## src/verilog/pulse_interval_pkg.sv

```systemverilog
// Constants, register map and carrier types of the pulse interval capture channel
package pulse_interval_pkg;

  // ************************************************************
  // Widths
  // ************************************************************
  localparam int CNT_W = 32;
  localparam int ADDR_W = 8;
  localparam int DATA_W = 32;
  localparam int DIV_W = 16;

  // ************************************************************
  // Register byte offsets
  // ************************************************************
  localparam logic [ADDR_W-1:0] OFS_MODE = 8'h00;
  localparam logic [ADDR_W-1:0] OFS_EDGE = 8'h04;
  localparam logic [ADDR_W-1:0] OFS_DATA = 8'h08;
  localparam logic [ADDR_W-1:0] OFS_COUNT = 8'h0C;
  localparam logic [ADDR_W-1:0] OFS_STATUS = 8'h10;
  localparam logic [ADDR_W-1:0] OFS_STATUS_CLR = 8'h14;
  localparam logic [ADDR_W-1:0] OFS_START = 8'h18;
  localparam logic [ADDR_W-1:0] OFS_ENABLE = 8'h1C;
  localparam logic [ADDR_W-1:0] OFS_STOP = 8'h20;
  localparam logic [ADDR_W-1:0] OFS_REWRITE = 8'h24;
  localparam logic [ADDR_W-1:0] OFS_OUTPUT = 8'h28;

  // ************************************************************
  // Field positions and codes
  // ************************************************************
  localparam int MODE_W = 16;
  localparam int CLK_SEL_POS = 14;
  localparam int CNT_SRC_POS = 12;
  localparam int PRIMARY_SEL_POS = 11;
  localparam int TRIG_SRC_POS = 8;
  localparam int COS_POS = 6;
  localparam int FUNC_POS = 1;
  localparam int START_IRQ_POS = 0;
  localparam int FLAG_POS = 0;
  localparam int FLAG_CLR_POS = 0;
  localparam int TRIG_POS = 0;
  localparam logic [2:0] TRIG_EXT_CAPTURE = 3'h1;
  localparam logic [3:0] FUNC_CAPTURE = 4'h2;
  localparam logic [1:0] COS_KEEP = 2'h0;
  localparam logic [1:0] COS_FLAG = 2'h1;
  localparam logic [1:0] COS_FILL = 2'h2;
  localparam logic [1:0] COS_FILL_FLAG = 2'h3;
  localparam logic [1:0] EDGE_FALL = 2'h0;
  localparam logic [1:0] EDGE_RISE = 2'h1;

  // ************************************************************
  // Reset values and counter limits
  // ************************************************************
  localparam logic [MODE_W-1:0] MODE_RST = 16'h0000;
  localparam logic [1:0] EDGE_RST = 2'h0;
  localparam logic [CNT_W-1:0] DATA_RST = 32'h0000_0000;
  localparam logic [CNT_W-1:0] CNT_ZERO = 32'h0000_0000;
  localparam logic [CNT_W-1:0] CNT_MAX = 32'hFFFF_FFFF;

  // ************************************************************
  // Prescaler defaults, log2 of each division ratio
  // ************************************************************
  localparam int PRE0_LOG = 0;
  localparam int PRE1_LOG = 1;
  localparam int PRE2_LOG = 2;
  localparam int PRE3_LOG = 4;

  // ************************************************************
  // Carriers and state
  // ************************************************************
  typedef struct packed {
    logic [ADDR_W-1:0] addr;
    logic [DATA_W-1:0] wdata;
    logic wr;
    logic rd;
  } bus_req_t;

  typedef struct packed {
    logic sync1;
    logic sync2;
    logic last;
    logic primed;
  } edge_state_t;

  typedef struct packed {
    logic [DIV_W-1:0] div;
    logic [MODE_W-1:0] mode;
    logic [1:0] edge_sel;
    logic [1:0] rewrite;
    logic out_level;
    logic [CNT_W-1:0] cap_data;
    logic [CNT_W-1:0] count;
    logic ovf;
    logic enabled;
    logic wrapped;
    logic irq;
    logic [DATA_W-1:0] rdata;
  } chan_state_t;

endpackage
```

## src/verilog/input_edge_sense.sv

```systemverilog
// Timer input synchroniser and valid edge detector sampled on the count tick
`timescale 1ns/1ns
module input_edge_sense
(
  // Clock and reset
  input wire logic ref_clk,
  input wire logic rstn,
  // Sampling
  input wire logic tick,
  input wire logic [1:0] input_edge_select,
  input wire logic pin,
  // Result
  output logic valid_edge
);

  pulse_interval_pkg::edge_state_t s_q;
  pulse_interval_pkg::edge_state_t s_d;
  logic rise;
  logic fall;

  // Only sync2 and the tick-held sample are compared; sync1 feeds sync2 alone
  assign rise = tick && s_q.primed && s_q.sync2 && !s_q.last;
  assign fall = tick && s_q.primed && !s_q.sync2 && s_q.last;

  always_comb
  begin
    s_d = s_q;
    s_d.sync1 = pin;
    s_d.sync2 = s_q.sync1;
    if (tick)
    begin
      s_d.last = s_q.sync2;
      s_d.primed = 1'b1;
    end
  end

  always_comb
  begin
    case (input_edge_select)
      pulse_interval_pkg::EDGE_FALL: valid_edge = fall;
      pulse_interval_pkg::EDGE_RISE: valid_edge = rise;
      default: valid_edge = rise || fall;
    endcase
  end

  always_ff @(posedge ref_clk or negedge rstn)
  begin
    if (!rstn)
      s_q <= '0;
    else
      s_q <= s_d;
  end

endmodule

```

## src/verilog/pulse_interval_capture.sv

```systemverilog
// One timer channel measuring input pulse intervals in capture mode
`timescale 1ns/1ns
module pulse_interval_capture
#(
  parameter int PRE0_LOG = pulse_interval_pkg::PRE0_LOG,
  parameter int PRE1_LOG = pulse_interval_pkg::PRE1_LOG,
  parameter int PRE2_LOG = pulse_interval_pkg::PRE2_LOG,
  parameter int PRE3_LOG = pulse_interval_pkg::PRE3_LOG
)
(
  // Clock and reset
  input wire logic ref_clk,
  input wire logic rstn,
  // Register port
  input wire pulse_interval_pkg::bus_req_t bus_req,
  output logic [pulse_interval_pkg::DATA_W-1:0] rd_data,
  // Timer pins
  input wire logic timer_input_pin,
  output logic timer_output_pin,
  // Status
  output logic channel_interrupt,
  output logic channel_enabled_status
);

  // ************************************************************
  // Elaboration checks
  // ************************************************************
  if (PRE0_LOG < 0 || PRE0_LOG >= pulse_interval_pkg::DIV_W ||
      PRE1_LOG < 0 || PRE1_LOG >= pulse_interval_pkg::DIV_W ||
      PRE2_LOG < 0 || PRE2_LOG >= pulse_interval_pkg::DIV_W ||
      PRE3_LOG < 0 || PRE3_LOG >= pulse_interval_pkg::DIV_W)
  begin : g_bad_prescaler
    $error("Prescaler ratio does not fit the divider");
  end

  pulse_interval_pkg::chan_state_t s_q;
  pulse_interval_pkg::chan_state_t s_d;

  // ************************************************************
  // Field views
  // ************************************************************
  logic [1:0] clk_sel;
  logic [1:0] cos;
  logic [2:0] trig_src;
  logic [3:0] func;
  logic start_irq_en;

  assign clk_sel = s_q.mode[pulse_interval_pkg::CLK_SEL_POS +: 2];
  assign cos = s_q.mode[pulse_interval_pkg::COS_POS +: 2];
  assign trig_src = s_q.mode[pulse_interval_pkg::TRIG_SRC_POS +: 3];
  assign func = s_q.mode[pulse_interval_pkg::FUNC_POS +: 4];
  assign start_irq_en = s_q.mode[pulse_interval_pkg::START_IRQ_POS];

  // ************************************************************
  // Prescaler enables
  // ************************************************************
  // Count source and primary select are left to software; only the
  // selected operation clock drives the counter directly.
  logic [3:0] pre_en;
  logic tick;

  function automatic logic div_hit(input logic [pulse_interval_pkg::DIV_W-1:0] div, input int lg);
    logic [pulse_interval_pkg::DIV_W-1:0] mask;
    begin
      mask = (pulse_interval_pkg::DIV_W'(1) << lg) - pulse_interval_pkg::DIV_W'(1);
      div_hit = (div & mask) == '0;
    end
  endfunction

  assign pre_en[0] = div_hit(s_q.div, PRE0_LOG);
  assign pre_en[1] = div_hit(s_q.div, PRE1_LOG);
  assign pre_en[2] = div_hit(s_q.div, PRE2_LOG);
  assign pre_en[3] = div_hit(s_q.div, PRE3_LOG);
  assign tick = pre_en[clk_sel];

  // ************************************************************
  // Edge detection
  // ************************************************************
  logic valid_edge;

  input_edge_sense u_edge
  (
    .ref_clk(ref_clk),
    .rstn(rstn),
    .tick(tick),
    .input_edge_select(s_q.edge_sel),
    .pin(timer_input_pin),
    .valid_edge(valid_edge)
  );

  // ************************************************************
  // Decoded events
  // ************************************************************
  logic wr_start;
  logic wr_stop;
  logic wr_overflow_clear;
  logic capture_mode;
  logic run_tick;
  logic cap_ev;
  logic wrap_ev;
  logic skip_ev;

  assign wr_start = bus_req.wr && bus_req.addr == pulse_interval_pkg::OFS_START &&
                    bus_req.wdata[pulse_interval_pkg::TRIG_POS];
  assign wr_stop = bus_req.wr && bus_req.addr == pulse_interval_pkg::OFS_STOP &&
                   bus_req.wdata[pulse_interval_pkg::TRIG_POS];
  assign wr_overflow_clear = bus_req.wr && bus_req.addr == pulse_interval_pkg::OFS_STATUS_CLR &&
                   bus_req.wdata[pulse_interval_pkg::FLAG_CLR_POS];
  assign capture_mode = func == pulse_interval_pkg::FUNC_CAPTURE &&
                        trig_src == pulse_interval_pkg::TRIG_EXT_CAPTURE;
  // A start in the same cycle takes over the counter
  assign run_tick = s_q.enabled && tick && !wr_start;
  // Fill modes swallow the first edge after a wrap
  assign skip_ev = run_tick && capture_mode && valid_edge && s_q.wrapped && cos[1];
  assign cap_ev = run_tick && capture_mode && valid_edge && !skip_ev;
  assign wrap_ev = run_tick && !(capture_mode && valid_edge) &&
                   s_q.count == pulse_interval_pkg::CNT_MAX;

  // ************************************************************
  // Next state
  // ************************************************************
  always_comb
  begin
    s_d = s_q;
    s_d.div = s_q.div + pulse_interval_pkg::DIV_W'(1);
    s_d.irq = 1'b0;

    if (bus_req.wr)
    begin
      case (bus_req.addr)
        pulse_interval_pkg::OFS_MODE:
          s_d.mode = bus_req.wdata[pulse_interval_pkg::MODE_W-1:0];
        pulse_interval_pkg::OFS_EDGE:
          s_d.edge_sel = bus_req.wdata[1:0];
        pulse_interval_pkg::OFS_DATA:
          s_d.cap_data = bus_req.wdata[pulse_interval_pkg::CNT_W-1:0];
        pulse_interval_pkg::OFS_REWRITE:
          s_d.rewrite = bus_req.wdata[1:0];
        pulse_interval_pkg::OFS_OUTPUT:
          s_d.out_level = bus_req.wdata[0];
        default:
        begin
        end
      endcase
    end

    // Only this clear lowers the flag; later sets override it
    if (wr_overflow_clear)
      s_d.ovf = 1'b0;

    if (wr_stop)
      s_d.enabled = 1'b0;

    if (wr_start)
    begin
      s_d.enabled = 1'b1;
      s_d.count = pulse_interval_pkg::CNT_ZERO;
      s_d.wrapped = 1'b0;
      s_d.irq = start_irq_en;
    end
    else if (skip_ev)
    begin
      s_d.count = pulse_interval_pkg::CNT_ZERO;
      s_d.wrapped = 1'b0;
      s_d.irq = cos == pulse_interval_pkg::COS_FILL_FLAG;
    end
    else if (cap_ev)
    begin
      s_d.cap_data = s_q.count;
      s_d.count = pulse_interval_pkg::CNT_ZERO;
      s_d.wrapped = 1'b0;
      s_d.irq = 1'b1;
      if (s_q.wrapped && cos == pulse_interval_pkg::COS_KEEP)
        s_d.ovf = 1'b1;
    end
    else if (wrap_ev)
    begin
      s_d.count = pulse_interval_pkg::CNT_ZERO;
      s_d.wrapped = 1'b1;
      if (cos[0])
        s_d.ovf = 1'b1;
      if (cos[1])
        s_d.cap_data = pulse_interval_pkg::CNT_MAX;
    end
    else if (run_tick)
      s_d.count = s_q.count + pulse_interval_pkg::CNT_W'(1);

    // Reads never touch measurement state
    s_d.rdata = '0;
    if (bus_req.rd)
    begin
      case (bus_req.addr)
        pulse_interval_pkg::OFS_MODE:
          s_d.rdata = {16'h0000, s_q.mode};
        pulse_interval_pkg::OFS_EDGE:
          s_d.rdata = {30'h0000_0000, s_q.edge_sel};
        pulse_interval_pkg::OFS_DATA:
          s_d.rdata = s_q.cap_data;
        pulse_interval_pkg::OFS_COUNT:
          s_d.rdata = s_q.count;
        pulse_interval_pkg::OFS_STATUS:
          s_d.rdata = {31'h0000_0000, s_q.ovf};
        pulse_interval_pkg::OFS_ENABLE:
          s_d.rdata = {31'h0000_0000, s_q.enabled};
        pulse_interval_pkg::OFS_REWRITE:
          s_d.rdata = {30'h0000_0000, s_q.rewrite};
        pulse_interval_pkg::OFS_OUTPUT:
          s_d.rdata = {31'h0000_0000, s_q.out_level};
        default:
          s_d.rdata = '0;
      endcase
    end
  end

  always_ff @(posedge ref_clk or negedge rstn)
  begin
    if (!rstn)
    begin
      s_q <= '0;
      s_q.mode <= pulse_interval_pkg::MODE_RST;
      s_q.edge_sel <= pulse_interval_pkg::EDGE_RST;
      s_q.cap_data <= pulse_interval_pkg::DATA_RST;
    end
    else
      s_q <= s_d;
  end

  // ************************************************************
  // Outputs
  // ************************************************************
  assign rd_data = s_q.rdata;
  assign channel_interrupt = s_q.irq;
  assign channel_enabled_status = s_q.enabled;
  assign timer_output_pin = s_q.out_level;
endmodule

```

## config.mk

```make
export PLATFORM = sky130hd
export DESIGN_NAME = pulse_interval_capture
export DESIGN_NICKNAME = d
export VERILOG_FILES = /design/src/verilog/pulse_interval_pkg.sv /design/src/verilog/input_edge_sense.sv /design/src/verilog/pulse_interval_capture.sv
export SDC_FILE = /design/constraint.sdc
export NUM_CORES = 1
export LEC_CHECK = 0
export BUFFER_PORTS_ARGS = -buffer_cell sky130_fd_sc_hd__buf_4
export CAP_MARGIN = 15
export CORE_MARGIN = 5
export CORE_UTILIZATION = 40
export CTS_CLUSTER_DIAMETER = 100
export DETAILED_ROUTE_END_ITERATION = 16
export GPL_ROUTABILITY_DRIVEN = 0
export RECOVER_POWER = 50
export SLEW_MARGIN = 20
export SYNTH_ARGS = -nofsm -noshare
export SYNTH_HDL_FRONTEND = slang
export SYNTH_SLANG_ARGS = --single-unit
```

## constraint.sdc

```tcl
create_clock -name ref_clk -period 2.3 [get_ports ref_clk]
set_clock_uncertainty 0.2 [all_clocks]
set_input_delay 0.115 -clock ref_clk [delete_from_list [all_inputs] [get_ports ref_clk]]
set_output_delay 0.115 -clock ref_clk [all_outputs]
set_load 0.02 [all_outputs]
```

# Word-level counts from Yosys, hierarchy flattened
# Cells that the tools add are included.
# W data, S select, Z words.
# word_totals
reg_bits	141
in_bits	45
output_inout_bits	35
elab_cells	105
# classes
n_addsub	2
n_lt_le_gt_ge	1
eq_ne	15
muxes	29
reduce_logical	42
# op_table
cell	n
$mux W32	11
$pmux W32 S8	1
$mux W65	1
$logic_not A16 Y1	3
$add A32 B1 Y32 const B	1
$eq A32 B32 Y1 const B	1
$eq A8 B5 Y1 const B	4
$eq A8 B6 Y1 const B	3
$logic_and A1 B1 Y1	23
$add A16 B1 Y16 const B	1
$eq A8 B4 Y1 const B	2
$mux W1	12
$eq A8 B3 Y1 const B	1
$logic_not A8 Y1	1
$reduce_and A2 Y1	4
$logic_not A1 Y1	5
$reduce_bool A5 Y1	1
$eq A4 B2 Y1 const B	1
$logic_not A2 Y1	2
$mux W2	2
$reduce_bool A4 Y1	1
$eq A3 B1 Y1 const B	1
$lt A2 B3 Y1 const B	1
$bmux W1 S2	1
other kinds (5)	5

# Logic depth before layout (Yosys ltp)
# logic_depth
ltp_word	16
mapped_depth	10
mapped_depth_nobuf	8

# Modules after synthesis
# A second synthesis with hierarchy kept.
# hier_totals
cells_unflattened	697
area_unflattened_um2	6536.3
# by_module_without_submodules
module	n_inst	cells_each	area_per_inst_um2	seq_area_each_um2
pulse_interval_capture	1	686	6388.6	3128.0
input_edge_sense	1	11	147.6	100.1

# Worst setup path after synthesis
# OpenSTA, ideal clock, no wires.
# synth_path
kind	flip-flop to flip-flop
start	register s_q[36] (netlist bit)
end	register s_q[49] (netlist bit)
setup_ns	0.121
t_arrival_ns	2.105
required_time_ns	1.979
path_slack_ns	-0.126
stages_incl_launch_ff	10
n_path_buf	2
synth_period_minus_slack_ns	2.426
cell_sequence	dfrtp_1 > ha_1 > nand3_1 > or2_2 > clkbuf_1 > nor4_4 > nor3_4 > buf_6 > a21o_1 > a22o_1
# synth_between
elab_chain_cells	6
word_cells_on_any_way	9
cone_classes	1 x add/sub; 1 x eq/ne; 5 x mux; 2 x reduce/logical
# synth_lines
item	line	text
start, declared	pulse_interval_capture.sv:36	pulse_interval_pkg::chan_state_t s_q;
$add A32 B1 Y32 or $eq A32 B32 Y1 (tied branches)	pulse_interval_capture.sv:186, pulse_interval_capture.sv:117	
$mux W32 or $logic_and A1 B1 Y1 (tied branches)	pulse_interval_capture.sv:185, pulse_interval_capture.sv:116	
$mux W32	pulse_interval_capture.sv:176	else if (wrap_ev)
$mux W65	pulse_interval_capture.sv:167	else if (cap_ev)
$mux W32	pulse_interval_capture.sv:161	else if (skip_ev)
$mux W32	pulse_interval_capture.sv:154	if (wr_start)
# Parallel ways exist; a longest one is shown, timed or not. The select of a mux whose other input is x is not followed.
# A chain may end at the register's enable or synchronous reset.

# Worst setup path in the final report
# layout_path
start	register s_q[64] (netlist bit)
end	register s_q[49] (netlist bit)
# layout_between
elab_chain_cells	6
word_cells_on_any_way	7
cone_classes	1 x eq/ne; 4 x mux; 2 x reduce/logical
# layout_lines
item	line	text
$eq A32 B32 Y1 (*)	pulse_interval_capture.sv:117	s_q.count == pulse_interval_pkg::CNT_MAX;
$logic_and A1 B1 Y1 (*)	pulse_interval_capture.sv:116	assign wrap_ev = run_tick && !(capture_mode && valid_edge) &&
$mux W32	pulse_interval_capture.sv:176	
$mux W65	pulse_interval_capture.sv:167	
$mux W32	pulse_interval_capture.sv:161	
$mux W32	pulse_interval_capture.sv:154	
# Mark *: on every way between the ends. The rest lies on a longest branch, timed or not.

==> metrics.md <==
| Metric | Value |
|---|---|
| Number of fill cells | 1,441 |
| Worst Hold Depth | 5 |
| Worst Setup Path Type | reg -> reg |
| Via count | 5,619 |
| Number of synthesized flops with an enable pin | 0 |
| Synth area leaders | dfrtp_1 (49%), mux2i_1 (4.7%), mux2_2 (4.4%), buf_4 (3.8%), a22oi_1 (3.7%) |
| Area Growth Syn to Fin | 34.29% |
| CTS root buf | clkbuf_16 |
| Setup WS pre-CTS | -89.31 ps |
| Critical path arrival | 2420 ps |
| Fmax achieved | 431.1 MHz |
| Initial antenna violation count | 0 |
| Hold Path End | s_q[35]$_DFF_PN0_ |
| FF-to-FF End | s_q[49]$_DFFE_PN0P_ |
| Global route total overflow | 0 |
| Total CTS buffers | 17 |
| DRC violations left | 0 |
| Overall global routing resource usage | 18.88% |
| Syn avg cell area | 10.14 µm² |
| Measured slew at the worst slew-check pin | 1204 ps |
| Setup ws final | -19.54 ps |
| Total Die Area | 19,280 µm² |
| Syn Inst Count | 655 |
| Final setup violation count | 5 |
| Hold Path Class | in -> reg |
| Synthesis-stage register bit count | 129 |
| # diodes | 0 |
| Max Cap Viol | 0 |
| Rows | 47 |
| Post-route ant nets | 0 |
| Synth top cells by count | dfrtp_1 (129), nor2_1 (65), nand2_1 (61) |
| RSZ-0062 raised after global routing | true |
| Post-DP Area | 7750 µm² |
| Router iterations before antenna repair | 5 |
| Largest net degree at the start of global routing | 130 |
| Clk pin slew, worst setup/hold paths | 50 ps |
| Violated checks | negative setup slack |
| Synth Net Count | 703 |
| PortBufs | 79 |
| Final Non-Filler Cells | 1,037 |
| Max IR drop VDD | 507.1 µV |
| Worst-case reg-to-reg path depth | 7 |
| Critical R2R Launch | s_q[64]$_DFFE_PN0P_ |
| Number of I/O pins | 80 |
| Pwr dens | 615.5 nW/µm² |
| DP Wirelength | 11,830 µm |
| Main synth FF type | dfrtp_1 |
| Worst-Skew Late Latency | 420 ps |
| Most common cell in the netlist | dfrtp_1 |
| CP startpoint kind | flop |
| Flop2flop setup slack | -20 ps |
| Final hold vios | 0 |
| Final #Nets | 853 |
| Horiz. Die Dim | 138.9 µm |
| Setup crit end kind | flop |
| Synth area leader | dfrtp_1 |
| TritonCTS clock tree | done |
| Vias in the first global route | 5,860 |
| Placed instance count | 957 |
| Final Cycle Share | 100.8% |
| Die Height | 138.9 µm |
| Vias per inst | 5.419 |
| Yosys top cell area share | 48.61% |
| Core area | 16,410 µm² |
| Critical Path Fanout Max | 25 |
| CTS Sinks | 129 |
| First-pass GRT wire length | 29,930 µm |
| Synthesized area | 6641 µm² |
| Leak | 0.004094 µW |
| Avg WL per Cell | 17.01 µm |
| Worst hold path startpoint | bus_req[37] |
| Status | complete, but fails checks |
| WL final | 17,640 µm |
| 1st-iter DRT viols | 412 |
| Share of cells above drive strength 1 | 32.68% |
| Final min period | 2320 ps |
| Min Hold Slack | 54.23 ps |
| Post-synthesis sequential area ratio | 48.61% |
| Final Max Tran Viols | 0 |
| H-tree levels | 4 |
| Worst path required time | 2400 ps |
| Initial Util | 40.48% |
| Max-slew headroom | 19.72% |
| Post-route cell area | 8919 µm² |
| Yosys Warn Count | 0 |
| Post-synth ARST share | 100.0% |
| Max clock buf depth | 2 |
| Distinct cells, synth | 63 |
## cells in the final DEF (no fill, tap or decap), types with 6 or more instances in the layout
cell type / instances
a21oi_1: 32
a21oi_2: 18
a21oi_4: 10
a22oi_1: 33
a31oi_1: 27
and3_1: 6
buf_12: 7
buf_4: 144
clkbuf_16: 17
dfrtp_1: 129
dlygate4sd3_1: 45
inv_1: 8
mux2_2: 26
mux2i_1: 31
nand2_1: 61
nand2b_1: 8
nand3_1: 22
nand4_1: 12
nor2_1: 63
o21ai_0: 14
## flip-flops by register name (all words and copies together) (netlist names)
signal	flops
cos	2
channel_interrupt	1
s_q	82
func	4
rd_data	32
timer_output_pin	1
clk_sel	2
u_edge.s_q	3
channel_enabled_status	1
u_edge.s_d	1
## stage by stage
stage | util [%] | TNS [ps] | total power, µW
2_1_floorplan | - | -263.0 | 2617
3_3_place_gp | 47.24 | 0 | 2845
3_5_place_dp | 47.24 | -303.2 | 2863
4_1_cts | 53.86 | -56.26 | 5549
5_1_grt | 54.36 | -2337 | 5721
6_report | 54.36 | -46.43 | 5490
## what timing repair did
item | 4_1_cts | 5_1_grt
buffers inserted | 2 | 1
endpoints found under the hold margin | 187 | 0
setup endpoints to repair | 12 | 65
hold buffers | 46 | 0
pin swaps | 4 | 2
gates resized for setup | 11 | 16
## kinds of logic after synthesis
logic type	synth area share, %
adders and majority gates	0.5652
AOI/OAI and AO/OA	17.88
and+or+nand+nor	16.05
DFF	48.61
xor gates and xnor gates	0.3957
buffers and inverters	7.423
muxes	9.081
## critical path, cell delays in order (launching register included)
cell and delay [ps]:
dfrtp_1 360, nand4_1 150, or4_4 540, nor4_4 350, nor3_4 90, buf_8 180, a21o_1 160, a22o_1 180
## area by class of cell
type,instances,area (µm²),share of cell area (%)
clock buffers,25,485.5,5.443
clock inverters,6,80.08,0.8979
inverters,8,30.03,0.3367
multi-input cells,443,3042,34.10
flip-flops and latches,129,3228,36.20
well taps,220,275.3,3.086
repair buffers,206,1778,19.94
## where the power goes
group	switching, µW	internal (µW)
Clock	931	1670
Sequential	53.6	2350
Combinational	242	249
Total	1230	4260
## per-layer routing
layer | track usage, % | share of wire [%]
met1 | 24.90 | 46
met2 | 30.25 | 48
met3 | 5.138 | 5.1
met4 | 6.282 | 1.6
met5 | 0 | 0
## how the worst max path moves through the flow
stage,from,endpoint,cells past startpoint
2_1_floorplan,s_q[47]$_DFFE_PN0P_,s_q[49]$_DFFE_PN0P_,8
3_3_place_gp,s_q[55]$_DFFE_PN0P_,s_q[64]$_DFFE_PN0P_,8
3_5_place_dp,s_q[55]$_DFFE_PN0P_,s_q[64]$_DFFE_PN0P_,8
4_1_cts,s_q[64]$_DFFE_PN0P_,s_q[63]$_DFFE_PN0P_,7
5_1_grt,s_q[64]$_DFFE_PN0P_,s_q[64]$_DFFE_PN0P_,8
6_report,s_q[64]$_DFFE_PN0P_,s_q[49]$_DFFE_PN0P_,7
No activity file was read; power rests on OpenSTA's default activity.
